$ cat src/rtl/pit8_consts.svh
`ifndef PIT8_CONSTS_SVH
`define PIT8_CONSTS_SVH

// Field positions of the status and control byte.
`define PIT8_FLAG_BIT 7
`define PIT8_SRC_HI 6
`define PIT8_SRC_LO 5
`define PIT8_IE_BIT 4
`define PIT8_PS_HI 3
`define PIT8_PS_LO 0

// Reset values.
`define PIT8_RST_COUNT 8'h00
`define PIT8_RST_COMPARE 8'h00
`define PIT8_RST_PS 4'h0
`define PIT8_RST_SRC 2'h0
`define PIT8_RST_DIV_COUNT 18'h00000

// Prescaler counter width, wide enough for the largest divide of 200000.
`define PIT8_DIV_W 18
`define PIT8_DIV_OFF 18'h00000
`define PIT8_DIV_ONE 18'h00001

// Divide ratios per prescale code while the source select low bit is clear.
`define PIT8_DIV_SHORT_1 18'h00008
`define PIT8_DIV_SHORT_2 18'h00020
`define PIT8_DIV_SHORT_3 18'h00040
`define PIT8_DIV_SHORT_4 18'h00080
`define PIT8_DIV_SHORT_5 18'h00100
`define PIT8_DIV_SHORT_6 18'h00200
`define PIT8_DIV_SHORT_7 18'h00400
`define PIT8_DIV_SHORT_8 18'h00001
`define PIT8_DIV_SHORT_9 18'h00002
`define PIT8_DIV_SHORT_A 18'h00004
`define PIT8_DIV_SHORT_B 18'h0000A
`define PIT8_DIV_SHORT_C 18'h00010
`define PIT8_DIV_SHORT_D 18'h00064
`define PIT8_DIV_SHORT_E 18'h001F4
`define PIT8_DIV_SHORT_F 18'h003E8

// Divide ratios per prescale code while the source select low bit is set.
`define PIT8_DIV_LONG_1 18'h00400
`define PIT8_DIV_LONG_2 18'h00800
`define PIT8_DIV_LONG_3 18'h01000
`define PIT8_DIV_LONG_4 18'h02000
`define PIT8_DIV_LONG_5 18'h04000
`define PIT8_DIV_LONG_6 18'h08000
`define PIT8_DIV_LONG_7 18'h10000
`define PIT8_DIV_LONG_8 18'h003E8
`define PIT8_DIV_LONG_9 18'h007D0
`define PIT8_DIV_LONG_A 18'h01388
`define PIT8_DIV_LONG_B 18'h02710
`define PIT8_DIV_LONG_C 18'h04E20
`define PIT8_DIV_LONG_D 18'h0C350
`define PIT8_DIV_LONG_E 18'h186A0
`define PIT8_DIV_LONG_F 18'h30D40

`endif

$ cat src/rtl/pit8_pkg.sv
`include "pit8_consts.svh"
`default_nettype none

package pit8_pkg;

   typedef enum logic [1:0] {
      PIT8_SRC_LOW_POWER = 2'h0,
      PIT8_SRC_EXTERNAL = 2'h1,
      PIT8_SRC_INTERNAL = 2'h2,
      PIT8_SRC_INTERNAL_ALT = 2'h3
   } pit8_src_t;

   typedef struct packed {
      logic prev_level;
      logic [`PIT8_DIV_W-1:0] div_count;
      logic tick;
   } pit8_pre_state_t;

   typedef struct packed {
      logic [1:0] source_select;
      logic [3:0] prescale_select;
      logic wrap_irq_enable;
      logic wrap_flag;
      logic [7:0] tick_count;
      logic [7:0] wrap_compare_value;
      logic irq;
   } pit8_main_state_t;

endpackage : pit8_pkg

`default_nettype wire

$ cat src/rtl/pit8_timer.sv
// Function
// [RL1] 8-bit up-counter against 8-bit compare, selectable source, prescaler, interrupt logic.
// [RL2] Reset stops and clears count, clears compare value, turns prescaler off.
// [RL3] After reset the low-power 1 kHz oscillator is the selected source.
// [RL4] Prescaler stays off while prescale select is zero; nonzero starts it.
// [RL5] Software selects low-power, external or internal reference clock.
// [RL6] Writing a different source select clears prescaler and count.
// [RL7] Divide ratio comes from prescale select and source select low bit.
// [RL8] Writing a different prescale select clears prescaler and count.
// [RL9] Compare value accepts any value 0x00 through 0xFF.
// [RL10] Count advances per prescaler tick, wraps to 0x00 after equalling compare.
// [RL11] Wrap flag sets when count steps from compare value to 0x00.
// [RL12] Any compare register write clears prescaler and count.
// [RL13] Interrupt request equals wrap flag and enable both set.
// [RL14] Writing one to the flag bit clears flag and request.
// [RL15] Source code 00 low-power, 01 external, 1x internal reference.
// [RL16] Fixed divide tables per source low bit; code zero is off.
// [RL17] Compare value 0x00 sets the flag on every prescaler tick.
// [RL18] Count is readable as 8 bits; it cannot be written.
// [RL19] Writing zero to the flag leaves it; only a wrap sets it.
// [RL20] Source switch gives no false tick; restart cleanly from zero.
`include "pit8_consts.svh"
`default_nettype none

module pit8_timer (
   // Clock, reset and enable.
   input wire logic i_core_clk,
   input wire logic i_reset_n,
   input wire logic i_clk_en,
   // Clock sources, sampled as levels.
   input wire logic i_low_power_osc_clock,
   input wire logic i_external_ref_clock,
   input wire logic i_internal_ref_clock,
   // Status and control byte write.
   input wire logic i_control_write,
   input wire logic [7:0] i_control_wdata,
   // Compare value write.
   input wire logic i_compare_write,
   input wire logic [7:0] i_compare_wdata,
   // Readable state.
   output logic [7:0] o_tick_status_control,
   output logic [7:0] o_tick_count,
   output logic [7:0] o_wrap_compare_value,
   output logic o_wrap_flag,
   output logic o_wrap_irq
);

   pit8_pkg::pit8_main_state_t s_q;
   pit8_pkg::pit8_main_state_t s_d;
   logic restart;
   logic wrap;
   logic src_level;
   logic pre_tick;
   logic [`PIT8_DIV_W-1:0] divide;

   // Both tables give zero for code zero, which the prescaler treats as stopped. [RL4]
   function automatic logic [`PIT8_DIV_W-1:0] divide_short(input logic [3:0] ps);
      logic [`PIT8_DIV_W-1:0] d;
      case (ps)
         4'h1: d = `PIT8_DIV_SHORT_1;
         4'h2: d = `PIT8_DIV_SHORT_2;
         4'h3: d = `PIT8_DIV_SHORT_3;
         4'h4: d = `PIT8_DIV_SHORT_4;
         4'h5: d = `PIT8_DIV_SHORT_5;
         4'h6: d = `PIT8_DIV_SHORT_6;
         4'h7: d = `PIT8_DIV_SHORT_7;
         4'h8: d = `PIT8_DIV_SHORT_8;
         4'h9: d = `PIT8_DIV_SHORT_9;
         4'hA: d = `PIT8_DIV_SHORT_A;
         4'hB: d = `PIT8_DIV_SHORT_B;
         4'hC: d = `PIT8_DIV_SHORT_C;
         4'hD: d = `PIT8_DIV_SHORT_D;
         4'hE: d = `PIT8_DIV_SHORT_E;
         4'hF: d = `PIT8_DIV_SHORT_F;
         default: d = `PIT8_DIV_OFF;
      endcase
      return d;
   endfunction : divide_short

   function automatic logic [`PIT8_DIV_W-1:0] divide_long(input logic [3:0] ps);
      logic [`PIT8_DIV_W-1:0] d;
      case (ps)
         4'h1: d = `PIT8_DIV_LONG_1;
         4'h2: d = `PIT8_DIV_LONG_2;
         4'h3: d = `PIT8_DIV_LONG_3;
         4'h4: d = `PIT8_DIV_LONG_4;
         4'h5: d = `PIT8_DIV_LONG_5;
         4'h6: d = `PIT8_DIV_LONG_6;
         4'h7: d = `PIT8_DIV_LONG_7;
         4'h8: d = `PIT8_DIV_LONG_8;
         4'h9: d = `PIT8_DIV_LONG_9;
         4'hA: d = `PIT8_DIV_LONG_A;
         4'hB: d = `PIT8_DIV_LONG_B;
         4'hC: d = `PIT8_DIV_LONG_C;
         4'hD: d = `PIT8_DIV_LONG_D;
         4'hE: d = `PIT8_DIV_LONG_E;
         4'hF: d = `PIT8_DIV_LONG_F;
         default: d = `PIT8_DIV_OFF;
      endcase
      return d;
   endfunction : divide_long

   // Sources 01 and 11 share the long table, since only the low select bit picks it.
   function automatic logic [`PIT8_DIV_W-1:0] divide_of(input logic src_lo, input logic [3:0] ps);
      logic [`PIT8_DIV_W-1:0] d;
      if (src_lo) begin
         d = divide_long(ps);
      end else begin
         d = divide_short(ps);
      end
      return d;
   endfunction : divide_of

   function automatic logic [1:0] src_field(input logic [7:0] wdata);
      return wdata[`PIT8_SRC_HI:`PIT8_SRC_LO];
   endfunction : src_field

   function automatic logic [3:0] ps_field(input logic [7:0] wdata);
      return wdata[`PIT8_PS_HI:`PIT8_PS_LO];
   endfunction : ps_field

   // Rewriting the same selection keeps counting, so software may toggle the enable freely.
   function automatic logic ctrl_restarts(input logic [7:0] wdata, input logic [1:0] src, input logic [3:0] ps);
      logic r;
      r = 1'b0;
      if (src_field(wdata) != src) begin
         r = 1'b1; // [RL6] [RL20]
      end
      if (ps_field(wdata) != ps) begin
         r = 1'b1; // [RL8]
      end
      return r;
   endfunction : ctrl_restarts

   // One match decides both the return to zero and the flag.
   function automatic logic at_wrap(input logic [7:0] count, input logic [7:0] compare);
      return count == compare;
   endfunction : at_wrap

   function automatic logic [7:0] count_after_tick(input logic [7:0] count, input logic [7:0] compare);
      logic [7:0] n;
      if (at_wrap(count, compare)) begin
         n = `PIT8_RST_COUNT; // [RL10] [RL17]
      end else begin
         n = count + 8'h01; // [RL1]
      end
      return n;
   endfunction : count_after_tick

   // A wrap in the cycle of a clear leaves the flag set, so a flag clear never loses a wrap.
   function automatic logic flag_after(input logic flag, input logic clear, input logic wrap_now);
      logic f;
      f = flag;
      if (clear) begin
         f = 1'b0; // [RL14] [RL19]
      end
      if (wrap_now) begin
         f = 1'b1; // [RL11]
      end
      return f;
   endfunction : flag_after

   function automatic logic [7:0] pack_status(input logic flag, input logic [1:0] src, input logic ie,
         input logic [3:0] ps);
      logic [7:0] b;
      b = 8'h00;
      b[`PIT8_FLAG_BIT] = flag;
      b[`PIT8_SRC_HI:`PIT8_SRC_LO] = src;
      b[`PIT8_IE_BIT] = ie;
      b[`PIT8_PS_HI:`PIT8_PS_LO] = ps;
      return b;
   endfunction : pack_status

   always_comb begin
      s_d = s_q;
      restart = 1'b0;
      wrap = 1'b0;
      if (i_control_write) begin
         s_d.source_select = src_field(i_control_wdata); // [RL5]
         s_d.prescale_select = ps_field(i_control_wdata); // [RL4]
         s_d.wrap_irq_enable = i_control_wdata[`PIT8_IE_BIT];
         restart = ctrl_restarts(i_control_wdata, s_q.source_select, s_q.prescale_select); // [RL6] [RL8] [RL20]
      end
      if (i_compare_write) begin
         s_d.wrap_compare_value = i_compare_wdata; // [RL9]
         restart = 1'b1; // [RL12]
      end
      if (restart) begin
         // A tick still in flight from the old setting is dropped here.
         s_d.tick_count = `PIT8_RST_COUNT;
      end else if (pre_tick) begin
         wrap = at_wrap(s_q.tick_count, s_q.wrap_compare_value); // [RL10] [RL11]
         s_d.tick_count = count_after_tick(s_q.tick_count, s_q.wrap_compare_value); // [RL1] [RL10]
      end
      s_d.wrap_flag = flag_after(s_q.wrap_flag, i_control_write && i_control_wdata[`PIT8_FLAG_BIT], wrap);
      s_d.irq = s_d.wrap_flag && s_d.wrap_irq_enable; // [RL13]
   end

   // Next selection feeds the prescaler so a switch reloads edge history from the new source.
   always_comb begin
      case (pit8_pkg::pit8_src_t'(s_d.source_select))
         pit8_pkg::PIT8_SRC_LOW_POWER: src_level = i_low_power_osc_clock; // [RL15]
         pit8_pkg::PIT8_SRC_EXTERNAL: src_level = i_external_ref_clock;
         default: src_level = i_internal_ref_clock;
      endcase
   end

   assign divide = divide_of(s_q.source_select[0], s_q.prescale_select); // [RL16] [RL7]

   pit8_prescaler u_prescaler (
      .i_core_clk(i_core_clk),
      .i_reset_n(i_reset_n),
      .i_clk_en(i_clk_en),
      .i_src_level(src_level),
      .i_restart(restart),
      .i_divide(divide),
      .o_tick(pre_tick)
   );

   always_ff @(posedge i_core_clk or negedge i_reset_n) begin
      if (!i_reset_n) begin
         s_q.source_select <= `PIT8_RST_SRC; // [RL3]
         s_q.prescale_select <= `PIT8_RST_PS; // [RL2]
         s_q.wrap_irq_enable <= 1'b0;
         s_q.wrap_flag <= 1'b0;
         s_q.tick_count <= `PIT8_RST_COUNT;
         s_q.wrap_compare_value <= `PIT8_RST_COMPARE;
         s_q.irq <= 1'b0;
      end else if (i_clk_en) begin
         s_q <= s_d;
      end
   end

   // Count has no write path at all. [RL18]
   assign o_tick_status_control = pack_status(s_q.wrap_flag, s_q.source_select, s_q.wrap_irq_enable,
      s_q.prescale_select);
   assign o_tick_count = s_q.tick_count;
   assign o_wrap_compare_value = s_q.wrap_compare_value;
   assign o_wrap_flag = s_q.wrap_flag;
   assign o_wrap_irq = s_q.irq;

endmodule : pit8_timer

`default_nettype wire

$ cat src/rtl/pit8_prescaler.sv
`include "pit8_consts.svh"
`default_nettype none

module pit8_prescaler (
   // Clock, reset and enable.
   input wire logic i_core_clk,
   input wire logic i_reset_n,
   input wire logic i_clk_en,
   // Selected source and control.
   input wire logic i_src_level,
   input wire logic i_restart,
   input wire logic [`PIT8_DIV_W-1:0] i_divide,
   // Prescaler output tick.
   output logic o_tick
);

   pit8_pkg::pit8_pre_state_t s_q;
   pit8_pkg::pit8_pre_state_t s_d;

   always_comb begin
      s_d = s_q;
      s_d.tick = 1'b0;
      s_d.prev_level = i_src_level;
      if (i_restart) begin
         // Reloading the edge history with the new source level avoids a false edge on a switch. [RL20]
         s_d.div_count = `PIT8_RST_DIV_COUNT; // [RL6] [RL8] [RL12]
      end else if (i_divide == `PIT8_DIV_OFF) begin
         s_d.div_count = `PIT8_RST_DIV_COUNT; // [RL4]
      end else if (i_src_level && !s_q.prev_level) begin
         if (s_q.div_count == i_divide - `PIT8_DIV_ONE) begin
            s_d.div_count = `PIT8_RST_DIV_COUNT;
            s_d.tick = 1'b1; // [RL7]
         end else begin
            s_d.div_count = s_q.div_count + `PIT8_DIV_ONE;
         end
      end
   end

   always_ff @(posedge i_core_clk or negedge i_reset_n) begin
      if (!i_reset_n) begin
         s_q <= '0;
      end else if (i_clk_en) begin
         s_q <= s_d;
      end
   end

   assign o_tick = s_q.tick;

endmodule : pit8_prescaler

`default_nettype wire

$ cat config.mk
export PLATFORM = sky130hd
export DESIGN_NAME = pit8_timer
export DESIGN_NICKNAME = d
export VERILOG_FILES = /design/src/rtl/pit8_pkg.sv /design/src/rtl/pit8_timer.sv /design/src/rtl/pit8_prescaler.sv
export VERILOG_INCLUDE_DIRS = /design/src /design/src/rtl
export SDC_FILE = /design/constraint.sdc
export NUM_CORES = 1
export LEC_CHECK = 0
export BUFFER_PORTS_ARGS = -buffer_cell sky130_fd_sc_hd__clkbuf_2
export CAP_MARGIN = 20
export CORE_MARGIN = 2
export CORE_UTILIZATION = 50
export DETAILED_ROUTE_END_ITERATION = 6
export HOLD_SLACK_MARGIN = 0.06
export PLACE_DENSITY = 0.71
export SYNTH_ARGS = -nofsm -noshare
export SYNTH_HDL_FRONTEND = slang
export SYNTH_SLANG_ARGS = --single-unit
export TNS_END_PERCENT = 10
$ cat constraint.sdc
create_clock -name i_core_clk -period 6 [get_ports i_core_clk]
set_input_delay 1.2 -clock i_core_clk [delete_from_list [all_inputs] [get_ports i_core_clk]]
set_output_delay 1.2 -clock i_core_clk [all_outputs]
set_load 0.02 [all_outputs]
==> results.yml <==
clock_network:
  cts.reportedPaths.clkPinSlew_ps: 100
  cts_buffer_depth: 2
  cts.sinks: 45
  worstSkewPairLatency_ps: 310
  htree_levels: 2
  ctsResizeCount: 0
  ctsHoldBuffers: 0
  post_cts_buffers: 0
  cts_buffers: 5
  cts_tree: "yes"
  cts_root_buf: "clkbuf_8"
power:
  p_per_area_nw_per_um2: 246
  p_leak_nw: 1.78
  ir_drop_mv: 0.114
  power.total_w: 0.00102
logic_synthesis:
  synth.distinct_cells: 59
  synth.most_common_cell: "nand2_1"
  synth_seq_area_share: 0.300
  synth.top_cell.area_share: 0.300
  async_flop_share: 1.00
  netlist_top_cells_area: "dfrtp_1 (30%), nand2_1 (5.8%), mux2_2 (5.1%)"
  synth_area_leader_cell: "dfrtp_1"
  yosysWarnings: 0
  syn_nets: 487
  synth_ff_type: "dfrtp_1"
  syn-cell-area_sq_um: 3750
  ys_ff_latch: 45
  synth_edf_count: 0
  synth_cells: 454
  synth_area_per_cell_sq_um: 8.26
  synth_common_cells: "nand2_1 (58), dfrtp_1 (45), nor2_1 (29), nand3_1 (24), xnor2_1 (20)"
detailed_routing:
  drtIter0Drc: 255
  drc_errors: 0
  drt-total-wl_um: 9140
  wl_per_cell_um: 15.5
  ant_nets: 0
  vias: 3483
  dr.pass1.iters: 5
  via_per_inst: 5.92
timing:
  grt_setup_unrepaired: "false"
  fin_skew_ps: 12.1
  hold_viol_final: 0
  fin_crit_sh: 0.695
  setup_viol: 0
  slew_violations: 0
  max_freq_mhz: 240
  fin_setup_tns_ps: 0
  postLayoutSetupSlackWorst_ps: 1830
  slew_headroom: 0.374
  tightest_slew_ps: 939
  finalCriticalPeriod_ps: 4170
grt:
  grt_max_degree: 46
  grt_pass1_vias: 3283
  antenna_found_initial: 0
  grtUsageTotal: 0.227
  grt-ovfl-total: 0
  grt_pass1_wl_um: 15400
floorplanning:
  fp.dieW_um: 90.6
  dieArea_sq_um: 8210
  core_area_sq_um: 7250
  start_util: 0.517
  die_h_um: 90.6
  rows: 31
  ios: 50
worst_setup_path:
  cp-end-kind: "register"
  cp.required_ps: 6220
  worstSetupPathType: "register to register"
  cpPeakStageDelay_ps: 760
  critPathSlowestCell: "o2111ai_2"
  endpoint: "u_prescaler.s_q[6]$_DFFE_PN0P_"
  startpoint: "o_tick_status_control[0]$_DFFE_PN0P_"
  path_max_fanout: 22
  reg2regPathDepth: 12
  crit_chain: "inv_1 -> ha_1 -> mux2_4 -> a22o_1 -> nor3_1 -> and2_1 -> nor2_1 -> a31oi_1 -> o211ai_1 -> o2111ai_2 -> or4b_1 -> o21ai_0"
  cp.arrival_ps: 4400
  startpoint_type: "register"
  rr_startpoint: "o_tick_status_control[0]$_DFFE_PN0P_"
  r2r_end: "u_prescaler.s_q[6]$_DFFE_PN0P_"
  r2r_slack_ps: 1830
layout:
  fin_area_sq_um: 4130
  postLayoutCoreUtil: 0.569
  nets: 521
  drive_gt1_frac: 0.182
  diodes: 0
  area_growth_pct: 10.1
place:
  placed_area_sq_um: 4000
  post-dp-hpwl_um: 6830
  globalplace.congestion: 0.932
  pre_cts_slack_ps: 1900
  port_buffers: 49
flow_run:
  cap_violations: 0
outcome:
  outcome: "finished, final reports clean"
min_path:
  hold_path_class: "register to register"
-- worst max-delay path: cells and delay by family (launching register included) --
kind / cells / cell delay (ps)
flip-flops: 1 / 640
AND/OR/NAND/NOR: 4 / 1220
buffers and inverters: 1 / 160
AO/OA/AOI/OAI: 5 / 1440
multiplexers: 1 / 270
adder cells (fa/ha/maj): 1 / 350
-- state kept, by name, summed over array words and instances, names as in the netlist --
signal / count
o_wrap_irq: 1
o_wrap_compare_value: 8
o_tick_status_control: 7
o_tick_count: 8
u_prescaler.o_tick: 1
u_prescaler.s_q: 19
o_wrap_flag: 1
-- logic make-up (layout without fill, tap and decap cells) --
| family | Yosys count | count (layout) | synth area share |
|---|---|---|---|
| DFF | 45 | 45 | 0.300 |
| and+or+nand+nor | 219 | 219 | 0.311 |
| muxes | 27 | 27 | 0.0791 |
| xor gates and xnor gates | 29 | 29 | 0.0677 |
| buffers and inverters | 40 | 75 | 0.0507 |
| adders and majority gates | 9 | 9 | 0.0300 |
| AOI/OAI and AO/OA | 85 | 85 | 0.161 |
-- final cells by class --
class	count	area, sq um
clock buffer	6	72.6
clock inverter	2	38.8
fill	682	3120
inverter	14	52.6
multi-input combinational	369	2440
sequential	45	1130
tap	99	124
timing repair buffer	53	277
-- metal layers --
metal / vias to the layer above / part of all wire / GRT usage
met5: - / 0 / 0
met4: 0 / 0.023 / 0.0782
met3: 19 / 0.054 / 0.0317
met2: 113 / 0.48 / 0.374
met1: 1644 / 0.44 / 0.306
li1: 1707 / - / -
-- cells in the final DEF (no fill, tap or decap), types with 3 or more instances in the layout --
cell       n
nand2_1   58
clkbuf_2  49
dfrtp_1   45
nor2_1    29
nand3_1   24
xnor2_1   20
mux2_2    17
nor2b_1   16
o21ai_0   15
nor3_1    15
inv_1     14
nor4_1    13
and3_1    12
a21oi_1   11
o211ai_1  11
xor2_1     9
nand2b_1   9
and2_1     9
mux2i_1    9
ha_1       9
nand4_1    7
a31oi_1    6
o31ai_1    5
o22ai_1    5
clkbuf_8   5
a32o_1     4
o31a_1     4
or3_1      4
nor3b_1    3
a21o_1     3
or2_2      3
o21a_1     3
nor4b_1    3
a211oi_1   3
-- per-stage QoR --
stage | cells | hold slack [ps]
final | 588 | 538
after global routing | 588 | 565
after CTS | 586 | 544
after detailed placement | 578 | 518
after global placement | 578 | 491
after floorplan | 454 | 481
-- worst min path at each step --
stage / cells after the start / slack, ps / start / to
finish: 1 / 540 / u_prescaler.s_q[19]$_DFFE_PN0P_ / u_prescaler.s_q[19]$_DFFE_PN0P_
global route: 1 / 570 / u_prescaler.s_q[19]$_DFFE_PN0P_ / u_prescaler.s_q[19]$_DFFE_PN0P_
CTS: 1 / 540 / u_prescaler.s_q[19]$_DFFE_PN0P_ / u_prescaler.s_q[19]$_DFFE_PN0P_
detailed placement: 1 / 520 / u_prescaler.s_q[19]$_DFFE_PN0P_ / u_prescaler.s_q[19]$_DFFE_PN0P_
global placement: 1 / 490 / u_prescaler.s_q[19]$_DFFE_PN0P_ / u_prescaler.s_q[19]$_DFFE_PN0P_
floorplan: 1 / 480 / u_prescaler.s_q[19]$_DFFE_PN0P_ / u_prescaler.s_q[19]$_DFFE_PN0P_
-- report_power, final --
group,total (W),leakage (nW),switching (W),internal [W]
registers,0.000368,0.588,0.0000450,0.000323
logic,0.000410,1.14,0.000248,0.000162
clock network,0.000238,0.0554,0.000113,0.000125
total,0.00102,1.78,0.000406,0.000610
Note: power is estimated with default switching activity, not from simulation.
